**src/logic/sff_pkg.sv**
```systemverilog
// Shared constants and carrier types for the flash service sequencer.
// Assumes one 10 MHz clock; SRAM and flash ports are on that same clock.
`default_nettype none
package sff_pkg;
   // Function codes taken from the accumulator on a call
   localparam logic [7:0] FN_BOOT    = 8'h00;
   localparam logic [7:0] FN_FETCH   = 8'h01;
   localparam logic [7:0] FN_PROGRAM = 8'h02;
   localparam logic [7:0] FN_CLEAR   = 8'h03;
   localparam logic [7:0] FN_LOCK    = 8'h04;
   localparam logic [7:0] FN_WIPE    = 8'h05;
   // Parameter block in SRAM
   localparam logic [7:0] PB_BASE    = 8'hF8;
   localparam int         PB_WORDS   = 7;
   localparam int         PB_FIRST_GUARD_KEY    = 0;
   localparam int         PB_SECOND_GUARD_KEY    = 1;
   localparam int         PB_ROW     = 2;
   localparam int         PB_PTR     = 3;
   localparam int         PB_CLK     = 4;
   localparam int         PB_DLY     = 6;
   localparam logic [7:0] PB_FIRST_GUARD_KEY_AT = 8'hF8;
   localparam logic [7:0] PB_SECOND_GUARD_KEY_AT = 8'hF9;
   localparam logic [7:0] FIRST_GUARD_KEY_VALUE = 8'h3A;
   localparam logic [7:0] SECOND_GUARD_KEY_BIAS  = 8'h03;
   localparam logic [7:0] LOCK_SRC   = 8'h80;
   // Result codes
   localparam logic [7:0] RC_OK      = 8'h00;
   localparam logic [7:0] RC_REFUSED = 8'h01;
   localparam logic [7:0] RC_SWBOOT  = 8'h02;
   localparam logic [7:0] RC_FATAL   = 8'h03;
   localparam logic [7:0] ACC_RESET  = 8'h00;
   // Protection levels
   localparam logic [1:0] PL_OPEN    = 2'h0;
   localparam logic [1:0] PL_NOREAD  = 2'h1;
   localparam logic [1:0] PL_NOEXTWR = 2'h2;
   localparam logic [1:0] PL_FULL    = 2'h3;
   // Flash geometry: bit 13 selects the hidden rows
   localparam int          ROW_BYTES = 64;
   localparam logic [5:0]  ROW_LAST  = 6'h3F;
   localparam logic [13:0] PROT_ROW  = 14'h2000;
   localparam logic [13:0] CAL_ROW   = 14'h2040;
   localparam logic [5:0]  CAL_SUM_N = 6'h3D;
   localparam logic [5:0]  CAL_LO_AT = 6'h3E;
   // Software register indexes
   localparam logic [1:0] RG_STATUS  = 2'h0;
   localparam logic [1:0] RG_RESULT  = 2'h1;
   localparam logic [1:0] RG_LASTFN  = 2'h2;
   localparam logic [1:0] RG_CTRL    = 2'h3;
   localparam int         CTRL_RESUME = 0;

   typedef enum logic [2:0] {
      FL_NONE, FL_READ, FL_PROG_BYTE, FL_ERASE_ROW,
      FL_ERASE_USER, FL_ZERO_USER, FL_ZERO_ROW
   } sff_flop_t;

   typedef struct packed {
      sff_flop_t   op;
      logic [13:0] addr;
      logic [7:0]  wdata;
   } sff_flash_cmd_t;

   typedef struct packed {
      logic       we;
      logic       re;
      logic [7:0] addr;
      logic [7:0] wdata;
   } sff_sram_req_t;

   // Two-bit level of a row within its packed protection byte
   function automatic logic [1:0] sff_level(input logic [7:0] b, input logic [1:0] sel);
      sff_level = 2'((b >> {sel, 1'b0}) & 8'h03);
   endfunction : sff_level

   // User-space flash address of one byte of a row
   function automatic logic [13:0] sff_row_addr(input logic [7:0] row, input logic [5:0] i);
      sff_row_addr = {1'b0, row[6:0], i};
   endfunction : sff_row_addr
endpackage : sff_pkg
`default_nettype wire

```
**src/logic/sff_pulse_timer.sv**
```systemverilog
// Flash pulse timer: width is (divider+1) x (delay+1) clock cycles.
// Assumes start is a one-cycle pulse issued only while idle.
`default_nettype none
`timescale 1ns/1ps
module sff_pulse_timer
   import sff_pkg::*;
(
   // Clock and reset
   input  wire logic       mclk_in,
   input  wire logic       rst_n_in,
   // Control
   input  wire logic       start_in,
   input  wire logic [7:0] div_in,
   input  wire logic [7:0] dly_in,
   // Completion
   output var  logic       done_out
);
   logic       run_r;
   logic [7:0] div_cnt_r;
   logic [7:0] dly_cnt_r;
   logic       tick;

   // One-cycle enable from the divider, the slow pulse rate
   assign tick = run_r && (div_cnt_r == 8'h00);

   // Divider restarts on every enable
   always_ff @(posedge mclk_in or negedge rst_n_in) begin
      if (!rst_n_in) begin
         div_cnt_r <= 8'h00;
      end else if (start_in || tick) begin
         div_cnt_r <= div_in;
      end else if (run_r) begin
         div_cnt_r <= div_cnt_r - 8'h01;
      end
   end

   // Counts enables; a zero divider and delay still give one cycle
   always_ff @(posedge mclk_in or negedge rst_n_in) begin
      if (!rst_n_in) begin
         run_r     <= 1'b0;
         dly_cnt_r <= 8'h00;
         done_out  <= 1'b0;
      end else begin
         done_out <= 1'b0;
         if (start_in) begin
            run_r     <= 1'b1;
            dly_cnt_r <= dly_in;
         end else if (tick) begin
            if (dly_cnt_r == 8'h00) begin
               run_r    <= 1'b0;
               done_out <= 1'b1;
            end else begin
               dly_cnt_r <= dly_cnt_r - 8'h01;
            end
         end
      end
   end
endmodule : sff_pulse_timer
`default_nettype wire

```
**src/logic/sff_sequencer.sv**
```systemverilog
// Flash service sequencer: runs one supervisory function per call.
// Assumes SRAM and flash read data stand while the registered request stands.
`default_nettype none
`timescale 1ns/1ps
module sff_sequencer
   import sff_pkg::*;
(
   // Clock and reset
   input  wire logic           mclk_in,
   input  wire logic           rst_n_in,
   // Processor call port
   input  wire logic           call_in,
   input  wire logic [7:0]     acc_in,
   input  wire logic [7:0]     sp_in,
   output var  logic [7:0]     acc_out,
   output var  logic           release_out,
   output var  logic           halt_out,
   output var  logic           busy_out,
   // SRAM port
   output var  sff_sram_req_t  sram_out,
   input  wire logic [7:0]     sram_rdata_in,
   // Flash port
   output var  sff_flash_cmd_t flash_out,
   input  wire logic [7:0]     flash_rdata_in,
   // Register port
   input  wire logic [1:0]     reg_addr_in,
   input  wire logic [7:0]     reg_wdata_in,
   input  wire logic           reg_we_in,
   input  wire logic           reg_re_in,
   output var  logic [7:0]     reg_rdata_out
);
   typedef enum logic [3:0] {
      ST_IDLE  = 4'b0000, ST_PARAM = 4'b0001, ST_CHECK = 4'b0011,
      ST_PROT  = 4'b0010, ST_RD    = 4'b0110, ST_CAP   = 4'b0111,
      ST_WAIT  = 4'b0101, ST_PULSE = 4'b0100, ST_PWAIT = 4'b1100,
      ST_WB1   = 4'b1101, ST_WB2   = 4'b1111, ST_DONE  = 4'b1110,
      ST_HALT  = 4'b1010, ST_BOOT  = 4'b1011
   } sff_state_t;

   sff_state_t  state_r;
   logic [7:0]  fn_r;
   logic [7:0]  sp_r;
   logic [7:0]  par_r [PB_WORDS];
   logic [2:0]  pidx_r;
   logic [5:0]  idx_r;
   logic [2:0]  step_r;
   logic [7:0]  rc_r;
   logic        fatal_r;
   logic        soft_r;
   logic [15:0] sum_r;
   logic [7:0]  cal_lo_r;
   logic        tstart_r;
   logic        tdone;
   logic [1:0]  level;
   logic        refuse;
   logic        keys_ok;
   logic        fn_known;
   logic [7:0]  lock_byte;

   sff_pulse_timer u_timer (
      .mclk_in  (mclk_in),
      .rst_n_in (rst_n_in),
      .start_in (tstart_r),
      .div_in   (par_r[PB_CLK]),
      .dly_in   (par_r[PB_DLY]),
      .done_out (tdone)
   );

   // Decodes used by the check and protection states
   assign keys_ok  = (par_r[PB_FIRST_GUARD_KEY] == FIRST_GUARD_KEY_VALUE) &&
                     (par_r[PB_SECOND_GUARD_KEY] == 8'(sp_r + SECOND_GUARD_KEY_BIAS));
   assign fn_known = (fn_r >= FN_FETCH) && (fn_r <= FN_WIPE);
   assign level    = sff_level(flash_rdata_in, par_r[PB_ROW][1:0]);
   // Fetch refused for no-read and full; program and clear only for full
   assign refuse   = (fn_r == FN_FETCH) ? (level == PL_NOREAD || level == PL_FULL)
                                        : (level == PL_FULL);
   assign lock_byte = flash_rdata_in | sram_rdata_in;

   // Main sequence; one call at a time, busy until release or halt
   always_ff @(posedge mclk_in or negedge rst_n_in) begin
      if (!rst_n_in) begin
         state_r  <= ST_BOOT;
         fn_r     <= FN_BOOT;
         sp_r     <= 8'h00;
         pidx_r   <= 3'h0;
         idx_r    <= 6'h00;
         step_r   <= 3'h0;
         rc_r     <= RC_OK;
         fatal_r  <= 1'b0;
         soft_r   <= 1'b0;
         tstart_r <= 1'b0;
         for (int k = 0; k < PB_WORDS; k++) begin
            par_r[k] <= 8'h00;
         end
      end else begin
         tstart_r <= 1'b0;
         unique case (state_r)
            ST_IDLE: begin
               if (call_in) begin
                  fn_r   <= acc_in;
                  sp_r   <= sp_in;
                  pidx_r <= 3'h0;
                  soft_r <= 1'b1;
                  // Boot needs no parameters and no keys
                  state_r <= (acc_in == FN_BOOT) ? ST_BOOT : ST_PARAM;
               end
            end
            ST_BOOT: begin
               idx_r   <= 6'h00;
               sum_r   <= 16'h0000;
               fatal_r <= 1'b0;
               state_r <= ST_RD;
            end
            ST_PARAM: begin
               // Reads lead the capture by one cycle
               pidx_r <= pidx_r + 3'h1;
               if (pidx_r != 3'h0) begin
                  par_r[pidx_r - 3'h1] <= sram_rdata_in;
               end
               if (pidx_r == 3'(PB_WORDS)) begin
                  state_r <= ST_CHECK;
               end
            end
            ST_CHECK: begin
               idx_r  <= 6'h00;
               step_r <= 3'h0;
               if (!keys_ok || !fn_known) begin
                  state_r <= ST_HALT;
               end else if (fn_r == FN_WIPE) begin
                  state_r <= ST_PULSE;
               end else if (fn_r == FN_LOCK) begin
                  state_r <= ST_RD;
               end else begin
                  state_r <= ST_PROT;
               end
            end
            ST_PROT: begin
               if (refuse) begin
                  rc_r    <= RC_REFUSED;
                  state_r <= ST_WB1;
               end else begin
                  state_r <= (fn_r == FN_CLEAR) ? ST_PULSE : ST_RD;
               end
            end
            ST_RD: begin
               state_r <= ST_CAP;
            end
            ST_CAP: begin
               if (fn_r == FN_PROGRAM || fn_r == FN_LOCK) begin
                  tstart_r <= 1'b1;
                  state_r  <= ST_WAIT;
               end else begin
                  if (fn_r == FN_BOOT) begin
                     if (idx_r <= CAL_SUM_N) begin
                        sum_r <= sum_r + {8'h00, flash_rdata_in};
                     end
                     if (idx_r == CAL_LO_AT) begin
                        cal_lo_r <= flash_rdata_in;
                     end
                     if (idx_r == ROW_LAST) begin  // Last byte only stands here
                        fatal_r <= (sum_r != {flash_rdata_in, cal_lo_r});
                     end
                  end
                  state_r <= ST_WAIT;
               end
            end
            ST_WAIT: begin
               // Program pulses must finish before the next byte
               if (tdone || !(fn_r == FN_PROGRAM || fn_r == FN_LOCK)) begin
                  idx_r <= idx_r + 6'h01;
                  if (idx_r != ROW_LAST) begin
                     state_r <= ST_RD;
                  end else if (fn_r == FN_BOOT) begin
                     if (fatal_r) begin
                        rc_r    <= RC_FATAL;
                        state_r <= ST_WB1;
                     end else begin
                        rc_r    <= RC_SWBOOT;
                        state_r <= soft_r ? ST_WB1 : ST_DONE;
                     end
                  end else begin
                     rc_r    <= RC_OK;
                     state_r <= ST_WB1;
                  end
               end
            end
            ST_PULSE: begin
               tstart_r <= 1'b1;
               state_r  <= ST_PWAIT;
            end
            ST_PWAIT: begin
               if (tdone) begin
                  step_r <= step_r + 3'h1;
                  // Clear is one pulse; wipe is five
                  if (fn_r == FN_WIPE && step_r != 3'h4) begin
                     state_r <= ST_PULSE;
                  end else begin
                     rc_r    <= RC_OK;
                     state_r <= ST_WB1;
                  end
               end
            end
            ST_WB1: begin
               state_r <= (fn_r == FN_BOOT) ? ST_DONE : ST_WB2;
            end
            ST_WB2: begin
               state_r <= ST_DONE;
            end
            ST_DONE: begin
               state_r <= fatal_r ? ST_HALT : ST_IDLE;
            end
            ST_HALT: begin
               if (reg_we_in && reg_addr_in == RG_CTRL && reg_wdata_in[CTRL_RESUME]) begin
                  fatal_r <= 1'b0;
                  state_r <= ST_IDLE;
               end
            end
            default: begin
               state_r <= ST_HALT;
            end
         endcase
      end
   end

   // SRAM requests: parameter reads, data moves, result writes
   always_ff @(posedge mclk_in or negedge rst_n_in) begin
      if (!rst_n_in) begin
         sram_out <= '0;
      end else begin
         sram_out <= '0;
         if (state_r == ST_PARAM && pidx_r < 3'(PB_WORDS)) begin
            sram_out.re   <= 1'b1;
            sram_out.addr <= PB_BASE + {5'h00, pidx_r};
         end else if (state_r == ST_RD && fn_r == FN_PROGRAM) begin
            sram_out.re   <= 1'b1;
            sram_out.addr <= par_r[PB_PTR] + {2'h0, idx_r};
         end else if (state_r == ST_RD && fn_r == FN_LOCK) begin
            sram_out.re   <= 1'b1;
            sram_out.addr <= LOCK_SRC + {2'h0, idx_r};
         end else if (state_r == ST_CAP && fn_r == FN_FETCH) begin
            sram_out.we    <= 1'b1;
            sram_out.addr  <= par_r[PB_PTR] + {2'h0, idx_r};
            sram_out.wdata <= flash_rdata_in;
         end else if (state_r == ST_WB1) begin
            sram_out.we    <= 1'b1;
            sram_out.addr  <= PB_FIRST_GUARD_KEY_AT;
            sram_out.wdata <= rc_r;
         end else if (state_r == ST_WB2) begin
            sram_out.we    <= 1'b1;
            sram_out.addr  <= PB_SECOND_GUARD_KEY_AT;
            sram_out.wdata <= 8'h00;
         end
      end
   end

   // Flash commands; pulse commands are held until the timer ends
   always_ff @(posedge mclk_in or negedge rst_n_in) begin
      if (!rst_n_in) begin
         flash_out <= '0;
      end else if (state_r == ST_CHECK && fn_known && fn_r != FN_LOCK && fn_r != FN_WIPE) begin
         flash_out <= '{FL_READ, PROT_ROW + {8'h00, par_r[PB_ROW][7:2]}, 8'h00};
      end else if (state_r == ST_RD) begin
         unique case (fn_r)
            FN_FETCH: flash_out <= '{FL_READ, sff_row_addr(par_r[PB_ROW], idx_r), 8'h00};
            FN_LOCK:  flash_out <= '{FL_READ, PROT_ROW + {8'h00, idx_r}, 8'h00};
            FN_BOOT:  flash_out <= '{FL_READ, CAL_ROW + {8'h00, idx_r}, 8'h00};
            default:  flash_out <= '0;
         endcase
      end else if (state_r == ST_CAP && fn_r == FN_PROGRAM) begin
         flash_out <= '{FL_PROG_BYTE, sff_row_addr(par_r[PB_ROW], idx_r), sram_rdata_in};
      end else if (state_r == ST_CAP && fn_r == FN_LOCK) begin
         flash_out <= '{FL_PROG_BYTE, PROT_ROW + {8'h00, idx_r}, lock_byte};
      end else if (state_r == ST_PULSE && fn_r == FN_CLEAR) begin
         // User row only; its protection byte is never touched
         flash_out <= '{FL_ERASE_ROW, sff_row_addr(par_r[PB_ROW], 6'h00), 8'h00};
      end else if (state_r == ST_PULSE) begin
         // Hidden rows above the protection row are never addressed
         unique case (step_r)
            3'h0, 3'h2: flash_out <= '{FL_ERASE_USER, 14'h0000, 8'h00};
            3'h1:       flash_out <= '{FL_ZERO_USER, 14'h0000, 8'h00};
            3'h3:       flash_out <= '{FL_ERASE_ROW, PROT_ROW, 8'h00};
            default:    flash_out <= '{FL_ZERO_ROW, PROT_ROW, 8'h00};
         endcase
      end else if (state_r == ST_CAP || tdone) begin
         flash_out <= '0;
      end else if (flash_out.op == FL_READ) begin
         flash_out <= '0;
      end
   end

   // Processor-facing outputs
   always_ff @(posedge mclk_in or negedge rst_n_in) begin
      if (!rst_n_in) begin
         acc_out     <= ACC_RESET;
         release_out <= 1'b0;
         halt_out    <= 1'b0;
         busy_out    <= 1'b1;
      end else begin
         release_out <= (state_r == ST_DONE) && !fatal_r;
         halt_out    <= (state_r == ST_HALT) || (state_r == ST_DONE && fatal_r);
         busy_out    <= !(state_r == ST_IDLE || state_r == ST_HALT) || call_in;
         if (state_r == ST_WB1) begin
            acc_out <= 8'h00;
         end
      end
   end

   // Register read port; data stands in the cycle after the strobe
   always_ff @(posedge mclk_in or negedge rst_n_in) begin
      if (!rst_n_in) begin
         reg_rdata_out <= 8'h00;
      end else if (reg_re_in) begin
         unique case (reg_addr_in)
            RG_STATUS: reg_rdata_out <= {5'h00, fatal_r, state_r == ST_HALT,
                                         state_r != ST_IDLE && state_r != ST_HALT};
            RG_RESULT: reg_rdata_out <= rc_r;
            RG_LASTFN: reg_rdata_out <= fn_r;
            RG_CTRL:   reg_rdata_out <= 8'h00;
         endcase
      end else begin
         reg_rdata_out <= 8'h00;
      end
   end
endmodule : sff_sequencer
`default_nettype wire

```
**config.mk**
```make
export PLATFORM = sky130hd
export DESIGN_NAME = sff_sequencer
export DESIGN_NICKNAME = d
export VERILOG_FILES = /design/src/logic/sff_pkg.sv /design/src/logic/sff_pulse_timer.sv /design/src/logic/sff_sequencer.sv
export SDC_FILE = /design/constraint.sdc
export NUM_CORES = 1
export LEC_CHECK = 0
export BUFFER_PORTS_ARGS = -buffer_cell sky130_fd_sc_hd__buf_2
export CELL_PAD_IN_SITES_DETAIL_PLACEMENT = 0
export CELL_PAD_IN_SITES_GLOBAL_PLACEMENT = 2
export CORE_UTILIZATION = 35
export CTS_CLUSTER_SIZE = 28
export DETAILED_ROUTE_END_ITERATION = 6
export GPL_ROUTABILITY_DRIVEN = 0
export PLACE_DENSITY_LB_ADDON = 0.1
export SLEW_MARGIN = 20
export SYNTH_ARGS = -nofsm -noshare
export SYNTH_HDL_FRONTEND = slang
export SYNTH_SLANG_ARGS = --single-unit
```
**constraint.sdc**
```tcl
create_clock -name mclk_in -period 2.47 [get_ports mclk_in]
set_input_delay 0 -clock mclk_in [delete_from_list [all_inputs] [get_ports mclk_in]]
set_output_delay 0 -clock mclk_in [all_outputs]
set_load 0.01 [all_outputs]
```
==> results of run 1 <==
==> timing repair <==
action,in CTS,in global routing
endpoints found under the setup margin,0,14
hold buffers,36,0
endpoints found under the hold margin,84,0
resized for setup,0,6
==> logic make-up (layout without fill, tap and decap cells) <==
family,after synthesis,count (layout)
other cells,1,8
simple gates,285,285
mux,83,83
xor+xnor,52,52
compound gates,173,173
fa+ha+maj,32,32
buf+inv,68,265
flops,181,181
==> per-stage QoR <==
step / hold slack, ps / instance area, um^2
2_1_floorplan: -295.6 / 9548
3_3_place_gp: -47.69 / 10820
3_5_place_dp: -51.08 / 10820
4_1_cts: 2.170 / 11750
5_1_grt: 31.59 / 11780
6_report: 0.9347 / 11780
==> worst min-delay path, stage by stage <==
cell     delay (ps)
buf_2           190
a21oi_1         150
o21ai_1          60
==> state kept, by name (all words and copies together), names as in the netlist, 4 cells and up <==
signal             cells
sp_r                   8
flash_out             25
reg_rdata_out          8
u_timer.div_cnt_r      8
sum_r                 16
par_r                 48
fn_r                   8
state_r                4
sram_out              18
idx_r                  6
u_timer.dly_cnt_r      8
cal_lo_r               8
==> metal layers <==
| metal | share of wire (%) | routed length (um) |
|---|---|---|
| met5 | 0 | 0 |
| met4 | 1.3 | 350 |
| met3 | 3.5 | 936 |
| met1 | 47 | 12820 |
| met2 | 48 | 12970 |
==> area by class of cell <==
class / count / share of cell area, %
well taps: 335 / 3.558
inverters: 30 / 0.9559
multi-input cells: 633 / 39.03
clock inverters: 13 / 1.168
flip-flops and latches: 181 / 39.51
clock buffers: 19 / 3.675
repair buffers: 203 / 12.10
==> power by group <==
part	internal (mW)	switching [mW]
clock network	1.35	1.34
registers	3.85	0.709
logic	2.20	2.63
total	7.40	4.68
==> synthesized netlist by cell type, types with 10 or more instances <==
| cell type | count | area, um^2 |
|---|---|---|
| a21oi_1 | 38 | 190.2 |
| and2_1 | 18 | 112.6 |
| clkbuf_1 | 16 | 60.06 |
| dfrtp_1 | 153 | 3829 |
| edfxtp_1 | 24 | 720.7 |
| ha_1 | 30 | 375.4 |
| inv_1 | 29 | 108.9 |
| mux2_2 | 67 | 754.5 |
| mux2i_1 | 13 | 130.1 |
| nand2_1 | 71 | 266.5 |
| nand2b_1 | 10 | 62.56 |
| nand3_1 | 18 | 90.09 |
| nor2_1 | 59 | 221.5 |
| nor2b_1 | 15 | 93.84 |
| nor3_1 | 22 | 110.1 |
| nor4_1 | 11 | 68.82 |
| o21ai_0 | 36 | 180.2 |
| o21ai_1 | 17 | 85.08 |
| or3_1 | 12 | 75.07 |
| xnor2_1 | 19 | 166.4 |
| xor2_1 | 33 | 289.0 |
==> final timing paths <==
path                                        endpoint  depth (start not counted)  slack (ps)
worst max-delay path                      state_r[3]                          6         140
worst min-delay path                    flash_out[7]                          3         0.9
worst max register to register            state_r[3]                          6         140
worst min register to register  u_timer.div_cnt_r[5]                          2         480
max in group asynchronous                   idx_r[3]                          3        1130
min in group asynchronous                sram_out[7]                          2          40
==> flow_summary.json, run 1 <==
{
  "post-route-util_pct": 44.70,
  "cts_buffers": 17,
  "viasPerCell": 5.204,
  "yosys.area_share.simple_pct": 16.31,
  "cts_buffer_depth": 2,
  "timing.final.ws_setup_ps": 141.1,
  "post-cts-setup-buffers": 0,
  "max_stage_delay_ps": 540,
  "via_count": 7359,
  "status": "finished clean",
  "area_growth_pct": 23.77,
  "io_buffers": 93,
  "synth_top_family_by_area": "simple AND/OR/NAND/NOR gates",
  "grt_max_degree": 73,
  "async_flop_share_pct": 86.74,
  "cts_root_buf": "clkbuf_16",
  "start_util_pct": 36.12,
  "grt-ovfl-total": 0,
  "start_kind": "flop",
  "hold_class": "input pin to flop",
  "rsz0062_at_grt": "no",
  "maxCapViolations": 0,
  "synth-seq-cells": 181,
  "die_area_mm2": 0.02786,
  "p_leak_nw": 5.455,
  "worstSkewPairLatency_ps": 450,
  "period_needed_ps": 2329,
  "numClockSinks": 181,
  "power_mw": 12.09,
  "rows": 59,
  "worst-setup-path-type": "flop to flop",
  "layout_common_cells": "dfrtp_1 (153), buf_2 (92), nand2_1 (71), buf_4 (71), mux2_2 (67)",
  "grt_use_total_pct": 20.29,
  "grt_util_met3_pct": 4.016,
  "final_common_cell": "dfrtp_1",
  "grt_pass1_vias": 7530,
  "die_h_um": 166.9,
  "post-route-drc-count": 0,
  "crit_chain": "or4b_1 > or4_4 > a2111oi_4 > o2111ai_2 > nand2_1 > a41oi_2",
  "nNetsFinal": 1145,
  "drtPass1Iterations": 5,
  "final.setup.tns_ps": 0,
  "crit_required_ps": 2810,
  "p_per_area_mw_per_mm2": 1026,
  "gr-usage-met2_pct": 33.38,
  "drive_gt1_share_pct": 27.43,
  "synthFlopType": "dfrtp_1",
  "crit_buf_inv": 0,
  "max_freq_ghz": 0.4294,
  "multi_input_area_mm2": 0.004598,
  "synth_cells": 875,
  "seq_area_frac_synth_pct": 48.90,
  "ys_warn_count": 0,
  "worstPathArrival_ps": 2670,
  "grt_util_met1_pct": 27.16,
  "cp_slowest_cell": "or4_4",
  "dpl.hpwl_um": 19850,
  "end_kind": "flop",
  "worst_slew_pin_slew_ps": 1052,
  "final_hold_viol_count": 0,
  "finalClockSkew_ps": 14.52,
  "post-place-cells": 1346,
  "worstPathMaxFanout": 2,
  "instances_no_fill": 1414,
  "core_mm2": 0.02635,
  "die_x_um": 166.9,
  "synth-edff-count": 24,
  "post-place-ws_ps": 47.29,
  "synthXorXnorAreaFrac_pct": 4.785,
  "antenna_left": 0,
  "final.period_utilization_pct": 94.29,
  "drt_iter0_markers": 385,
  "grt_pass1_wl_um": 42980,
  "synth_cell_types": 82,
  "diodes": 0,
  "wl_per_cell_um": 19.15,
  "n_fill_cell": 2537,
  "slew_headroom_pct": 29.35,
  "synthesis.area_mm2": 0.009518,
  "top_usage_layer": "met2",
  "seq_area_mm2": 0.004654,
  "antenna_found_initial": 0,
  "max-vdd-ir-drop_uv": 421.7,
  "synth_area_per_cell_um2": 10.88,
  "io_pins": 109,
  "crit_family": "simple AND/OR/NAND/NOR gates",
  "finalSetupViolCount": 0,
  "drt_wl_total_um": 27080,
  "min_from": "sram_rdata_in[7]",
  "cts_tree": "done",
  "synth_fa_ha_area_share_pct": 4.364,
  "slew_viol_final": 0,
  "critical_path.reg2reg.startpoint": "par_r[50]",
  "clkTransAtPathRegs_ps": 80,
  "ctsHtreeMaxLevel": 4,
  "synth_compound_area_share_pct": 12.17,
  "critPathLaunch": "par_r[50]",
  "synthMuxAreaShare_pct": 9.886
}
No activity file was read; power rests on OpenSTA's default activity.
==> run 2, diff against run 1 <==
--- a/config.mk
+++ b/config.mk
@@ -8,6 +8,7 @@
 export BUFFER_PORTS_ARGS = -buffer_cell sky130_fd_sc_hd__buf_2
 export CELL_PAD_IN_SITES_DETAIL_PLACEMENT = 0
 export CELL_PAD_IN_SITES_GLOBAL_PLACEMENT = 2
+export CORE_ASPECT_RATIO = 1.5
 export CORE_UTILIZATION = 35
 export CTS_CLUSTER_SIZE = 28
 export DETAILED_ROUTE_END_ITERATION = 6
==> flow_summary.json, run 2 (same netlist as run 1, synthesis figures left out) <==
{
  "antenna_found_initial": 0,
  "grt_pass1_wl_um": 43710,
  "end_kind": "flop",
  "layout_common_cells": "dfrtp_1 (153), buf_2 (92), buf_4 (78), nand2_1 (70), mux2_2 (67)",
  "cts_root_buf": "clkbuf_16",
  "diodes": 0,
  "dpl.hpwl_um": 20900,
  "io_pins": 109,
  "drt_iter0_markers": 400,
  "die_h_um": 204.0,
  "critPathLaunch": "fn_r[5]",
  "core_mm2": 0.02658,
  "max-vdd-ir-drop_uv": 530.5,
  "status": "finished clean",
  "worstPathArrival_ps": 2770,
  "ctsHtreeMaxLevel": 4,
  "nNetsFinal": 1150,
  "grt_pass1_vias": 7623,
  "reg_top3": "par_r (48), flash_out (25), sram_out (18)",
  "post-place-ws_ps": 67.00,
  "antenna_left": 0,
  "drtPass1Iterations": 4,
  "grt_use_total_pct": 21.22,
  "slew_headroom_pct": 56.38,
  "max_freq_ghz": 0.4151,
  "post-cts-setup-buffers": 0,
  "cts_tree": "done",
  "worst-setup-path-type": "flop to flop",
  "cts_buffers": 17,
  "grt_max_degree": 60,
  "cts_buffer_depth": 2,
  "maxCapViolations": 0,
  "worstSkewPairLatency_ps": 430,
  "start_kind": "flop",
  "p_leak_nw": 5.489,
  "period_needed_ps": 2409,
  "power_mw": 12.14,
  "rsz0062_at_grt": "no",
  "finalClockSkew_ps": 10.58,
  "instances_no_fill": 1421,
  "drt_wl_total_um": 27730,
  "post-place-cells": 1356,
  "final.setup.tns_ps": 0,
  "start_util_pct": 35.81,
  "wl_per_cell_um": 19.52,
  "p_per_area_mw_per_mm2": 1028,
  "crit_required_ps": 2830,
  "drive_gt1_share_pct": 27.95,
  "grt-ovfl-total": 0,
  "area_growth_pct": 24.07,
  "final_hold_viol_count": 0,
  "final.period_utilization_pct": 97.54,
  "die_area_mm2": 0.02787,
  "clkTransAtPathRegs_ps": 70,
  "n_fill_cell": 2628,
  "top_register": "par_r",
  "critical_path.reg2reg.startpoint": "fn_r[5]",
  "min_from": "sram_rdata_in[7]",
  "slew_viol_final": 0,
  "numClockSinks": 181,
  "finalSetupViolCount": 0,
  "worstPathMaxFanout": 5,
  "final_common_cell": "dfrtp_1",
  "viasPerCell": 5.200,
  "post-route-drc-count": 0,
  "via_count": 7389,
  "io_buffers": 93,
  "multi_input_area_mm2": 0.004578,
  "rows": 73,
  "largest_reg_flops": 48,
  "seq_area_mm2": 0.004654,
  "worst_slew_pin_slew_ps": 649.3,
  "hold_class": "input pin to flop",
  "timing.final.ws_setup_ps": 60.78,
  "die_x_um": 136.6
}
[run 2: changes by cell type in the layout (fill, tap and decap cells not counted), sizes merged]
cell and delta:
buf +8, inv -4, dlygate4sd3 -3, bufinv +2, clkbuf +2
[run 2: repair_timing]
item / CTS / global route
hold endpoints to repair: 200 / 0
setup endpoints to repair: 0 / 3
hold buffers: 33 / 0
gates resized for setup: 0 / 3
[run 2: final cells by class]
| cell class | instances | area share, % |
|---|---|---|
| inverter | 30 | 0.9536 |
| clock inverter | 11 | 1.049 |
| multi-input combinational | 633 | 38.77 |
| tap | 337 | 3.571 |
| timing repair buffer | 208 | 12.43 |
| sequential | 181 | 39.42 |
| clock buffer | 21 | 3.814 |
[run 2: metrics by stage]
stage / util, % / hold slack, ps / instance area, um^2
after floorplan: - / -295.6 / 9548
after global placement: 40.98 / -19.69 / 10890
after CTS: 44.38 / 4.422 / 11800
after global routing: 44.43 / 15.52 / 11810
after detailed placement: 40.98 / -21.86 / 10890
final: 44.43 / 13.49 / 11810
[run 2: power breakdown]
group	switching, mW	total, mW	internal, mW	leakage, nW
Sequential	0.724	4.58	3.85	2.29
Clock	1.19	2.71	1.52	0.282
Combinational	2.64	4.86	2.22	2.91
Total	4.55	12.1	7.60	5.49
[run 2: path summary, 6_finish.rpt]
kind                           endpoint  slack (ps)  depth (start not counted)
max                          state_r[1]          60                          8
min                        flash_out[7]          10                          3
max reg2reg                  state_r[1]          60                          8
min reg2reg                flash_out[5]         480                          2
max in group asynchronous      busy_out        1670                          3
min in group asynchronous  flash_out[1]          80                          2
[run 2: worst max-delay path: stages (launching register included)]
cell and delay, ps:
dfrtp_1 410, or4_4 590, buf_4 180, nor2_8 140
and3_1 160, o21ai_0 70, a2111oi_0 510, buf_4 190
a31oi_1 70
[run 2: metal layers]
layer | track usage [%] | vias up | share of wire [%]
met4 | 5.635 | 0 | 1.2
li1 | - | 3533 | -
met1 | 25.41 | 3716 | 42
met3 | 3.150 | 22 | 2.4
met2 | 38.85 | 118 | 55
met5 | 0 | - | 0
==> run 3, diff against run 2 <==
--- a/config.mk
+++ b/config.mk
@@ -9,11 +9,13 @@
 export CELL_PAD_IN_SITES_DETAIL_PLACEMENT = 0
 export CELL_PAD_IN_SITES_GLOBAL_PLACEMENT = 2
 export CORE_ASPECT_RATIO = 1.5
+export CORE_MARGIN = 5
 export CORE_UTILIZATION = 35
 export CTS_CLUSTER_SIZE = 28
 export DETAILED_ROUTE_END_ITERATION = 6
 export GPL_ROUTABILITY_DRIVEN = 0
 export PLACE_DENSITY_LB_ADDON = 0.1
+export SETUP_SLACK_MARGIN = 0.2
 export SLEW_MARGIN = 20
 export SYNTH_ARGS = -nofsm -noshare
 export SYNTH_HDL_FRONTEND = slang
==> flow_summary.json, run 3 (same netlist as run 1, synthesis figures left out) <==
{
  "status": "finished clean",
  "grt_use_total_pct": 19.47,
  "seq_power_share_pct": 35.9,
  "diodes": 0,
  "drive_gt1_share_pct": 31.52,
  "antenna_left": 0,
  "instances_no_fill": 1443,
  "largest_reg_flops": 48,
  "final_hold_viol_count": 0,
  "n_fill_cell": 2660,
  "viasPerCell": 5.150,
  "worstPathMaxFanout": 5,
  "numClockSinks": 181,
  "dpl.hpwl_um": 21120,
  "drtPass1Iterations": 7,
  "die_x_um": 144.6,
  "multi_input_area_mm2": 0.004735,
  "grt_pass1_wl_um": 44820,
  "grt_pass1_vias": 7772,
  "finalClockSkew_ps": 9.437,
  "worstPathArrival_ps": 2670,
  "finalSetupViolCount": 0,
  "worstSkewPairLatency_ps": 450,
  "final.period_utilization_pct": 92.58,
  "p_switching_mw": 4.772,
  "p_int_mw": 7.977,
  "layout_common_cells": "dfrtp_1 (151), buf_2 (92), buf_4 (90), nand2_1 (69), mux2_2 (67)",
  "critical_path.reg2reg.startpoint": "fn_r[6]",
  "drt_wl_total_um": 28670,
  "pwr-share-clk_pct": 23.1,
  "slew_headroom_pct": 35.48,
  "final.setup.tns_ps": 0,
  "via_count": 7431,
  "nNetsFinal": 1167,
  "critPathLaunch": "fn_r[6]",
  "clkTransAtPathRegs_ps": 70,
  "start_util_pct": 35.20,
  "min_from": "reg_addr_in[1]",
  "combPwrFrac_pct": 41.0,
  "core_mm2": 0.02704,
  "io_buffers": 93,
  "end_kind": "flop",
  "ctsHtreeMaxLevel": 4,
  "start_kind": "flop",
  "p_per_area_mw_per_mm2": 1047,
  "max-vdd-ir-drop_uv": 578.4,
  "grt-ovfl-total": 0,
  "antenna_found_initial": 0,
  "rsz0062_at_grt": "yes",
  "switching_share_pct": 37.43,
  "cts_buffers": 17,
  "cts_root_buf": "clkbuf_16",
  "post-place-cells": 1359,
  "max_freq_ghz": 0.4373,
  "p_leak_nw": 5.618,
  "die_h_um": 212.0,
  "hold_slack_ps": 19.26,
  "worst_slew_pin_slew_ps": 964.6,
  "hold_class": "input pin to flop",
  "die_area_mm2": 0.03066,
  "rows": 74,
  "drt_iter0_markers": 304,
  "cts_buffer_depth": 2,
  "area_growth_pct": 27.92,
  "post-route-drc-count": 0,
  "maxCapViolations": 0,
  "period_needed_ps": 2287,
  "wl_per_cell_um": 19.87,
  "final_common_cell": "dfrtp_1",
  "power_mw": 12.75,
  "io_pins": 109,
  "grt_max_degree": 141,
  "worst-setup-path-type": "flop to flop",
  "reg_top3": "par_r (48), flash_out (25), sram_out (18)",
  "top_register": "par_r",
  "cts_tree": "done",
  "slew_viol_final": 0,
  "seq_area_mm2": 0.004661,
  "crit_required_ps": 2850
}
-- run 3: cell types whose count changed in the layout (fill, tap and decap cells not counted), moves of 3 or more --
cell | previous run | this run
clkinvlp_4 | 1 | 5
nor2_2 | 1 | 4
nor3_2 | 6 | 11
clkbuf_1 | 3 | 0
nor2b_1 | 15 | 12
buf_4 | 78 | 90
nor4_1 | 11 | 8
nor4_2 | 0 | 3
dlygate4sd3_1 | 33 | 36
nor3_1 | 22 | 17
nor2_1 | 59 | 56
-- run 3: per-layer routing --
metal	routed length (um)	track usage, %
met3	715	2.565
met5	0	0
met2	15270	34.70
met1	11850	23.52
met4	837	7.789
-- run 3: power by group through the flow --
| stage | Clock [mW] | Combinational (mW) | Sequential, mW |
|---|---|---|---|
| after floorplan | 0 | 3.14 | 4.45 |
| after global placement | 0 | 4.82 | 4.63 |
| after detailed placement | 0 | 4.83 | 4.64 |
| after CTS | 3.04 | 5.04 | 4.57 |
| after global routing | 3.14 | 5.74 | 4.70 |
| final | 2.94 | 5.23 | 4.58 |
-- run 3: area by class of cell --
class	count	area share [%]
Tap cell	342	3.515
Sequential cell	181	38.28
Timing Repair Buffer	225	13.23
Inverter	30	0.9249
Multi-Input combinational cell	633	38.89
Clock buffer	19	3.813
Clock inverter	13	1.356
-- run 3: stage by stage --
stage | utilization (%) | cell area, um^2 | setup WS, ps
6_report | 45.03 | 12180 | 183.2
5_1_grt | 45.03 | 12180 | 83.22
4_1_cts | 44.29 | 11980 | 167.1
3_5_place_dp | 40.31 | 10900 | 91.61
3_3_place_gp | 40.31 | 10900 | 60.54
2_1_floorplan | - | 9564 | 200.4
-- run 3: final timing paths --
path,endpoint,depth (start not counted),slack (ps)
worst min-delay path,reg_rdata_out[2],3,20
worst max register to register,sram_out[15],9,180
worst min register to register,u_timer.dly_cnt_r[1],2,480
worst max-delay path,sram_out[15],9,180
max in group asynchronous,par_r[28],3,1000
min in group asynchronous,flash_out[1],3,290
-- run 3: repair_timing --
| item | CTS | global route |
|---|---|---|
| hold buffers | 36 | 0 |
| hold endpoints to repair | 214 | 0 |
| resized for setup | 9 | 30 |
| setup endpoints to repair | 10 | 82 |
| setup buffers | 6 | 10 |
| pin swaps | 6 | 12 |
-- run 3: critical path, stage by stage, from the launching register on --
cell	delay [ps]
dfrtp_1	410
or4_4	590
buf_6	160
nor2_8	140
nand2_4	70
nor4_4	330
buf_4	190
buf_6	110
and2b_1	170
o21ai_1	60
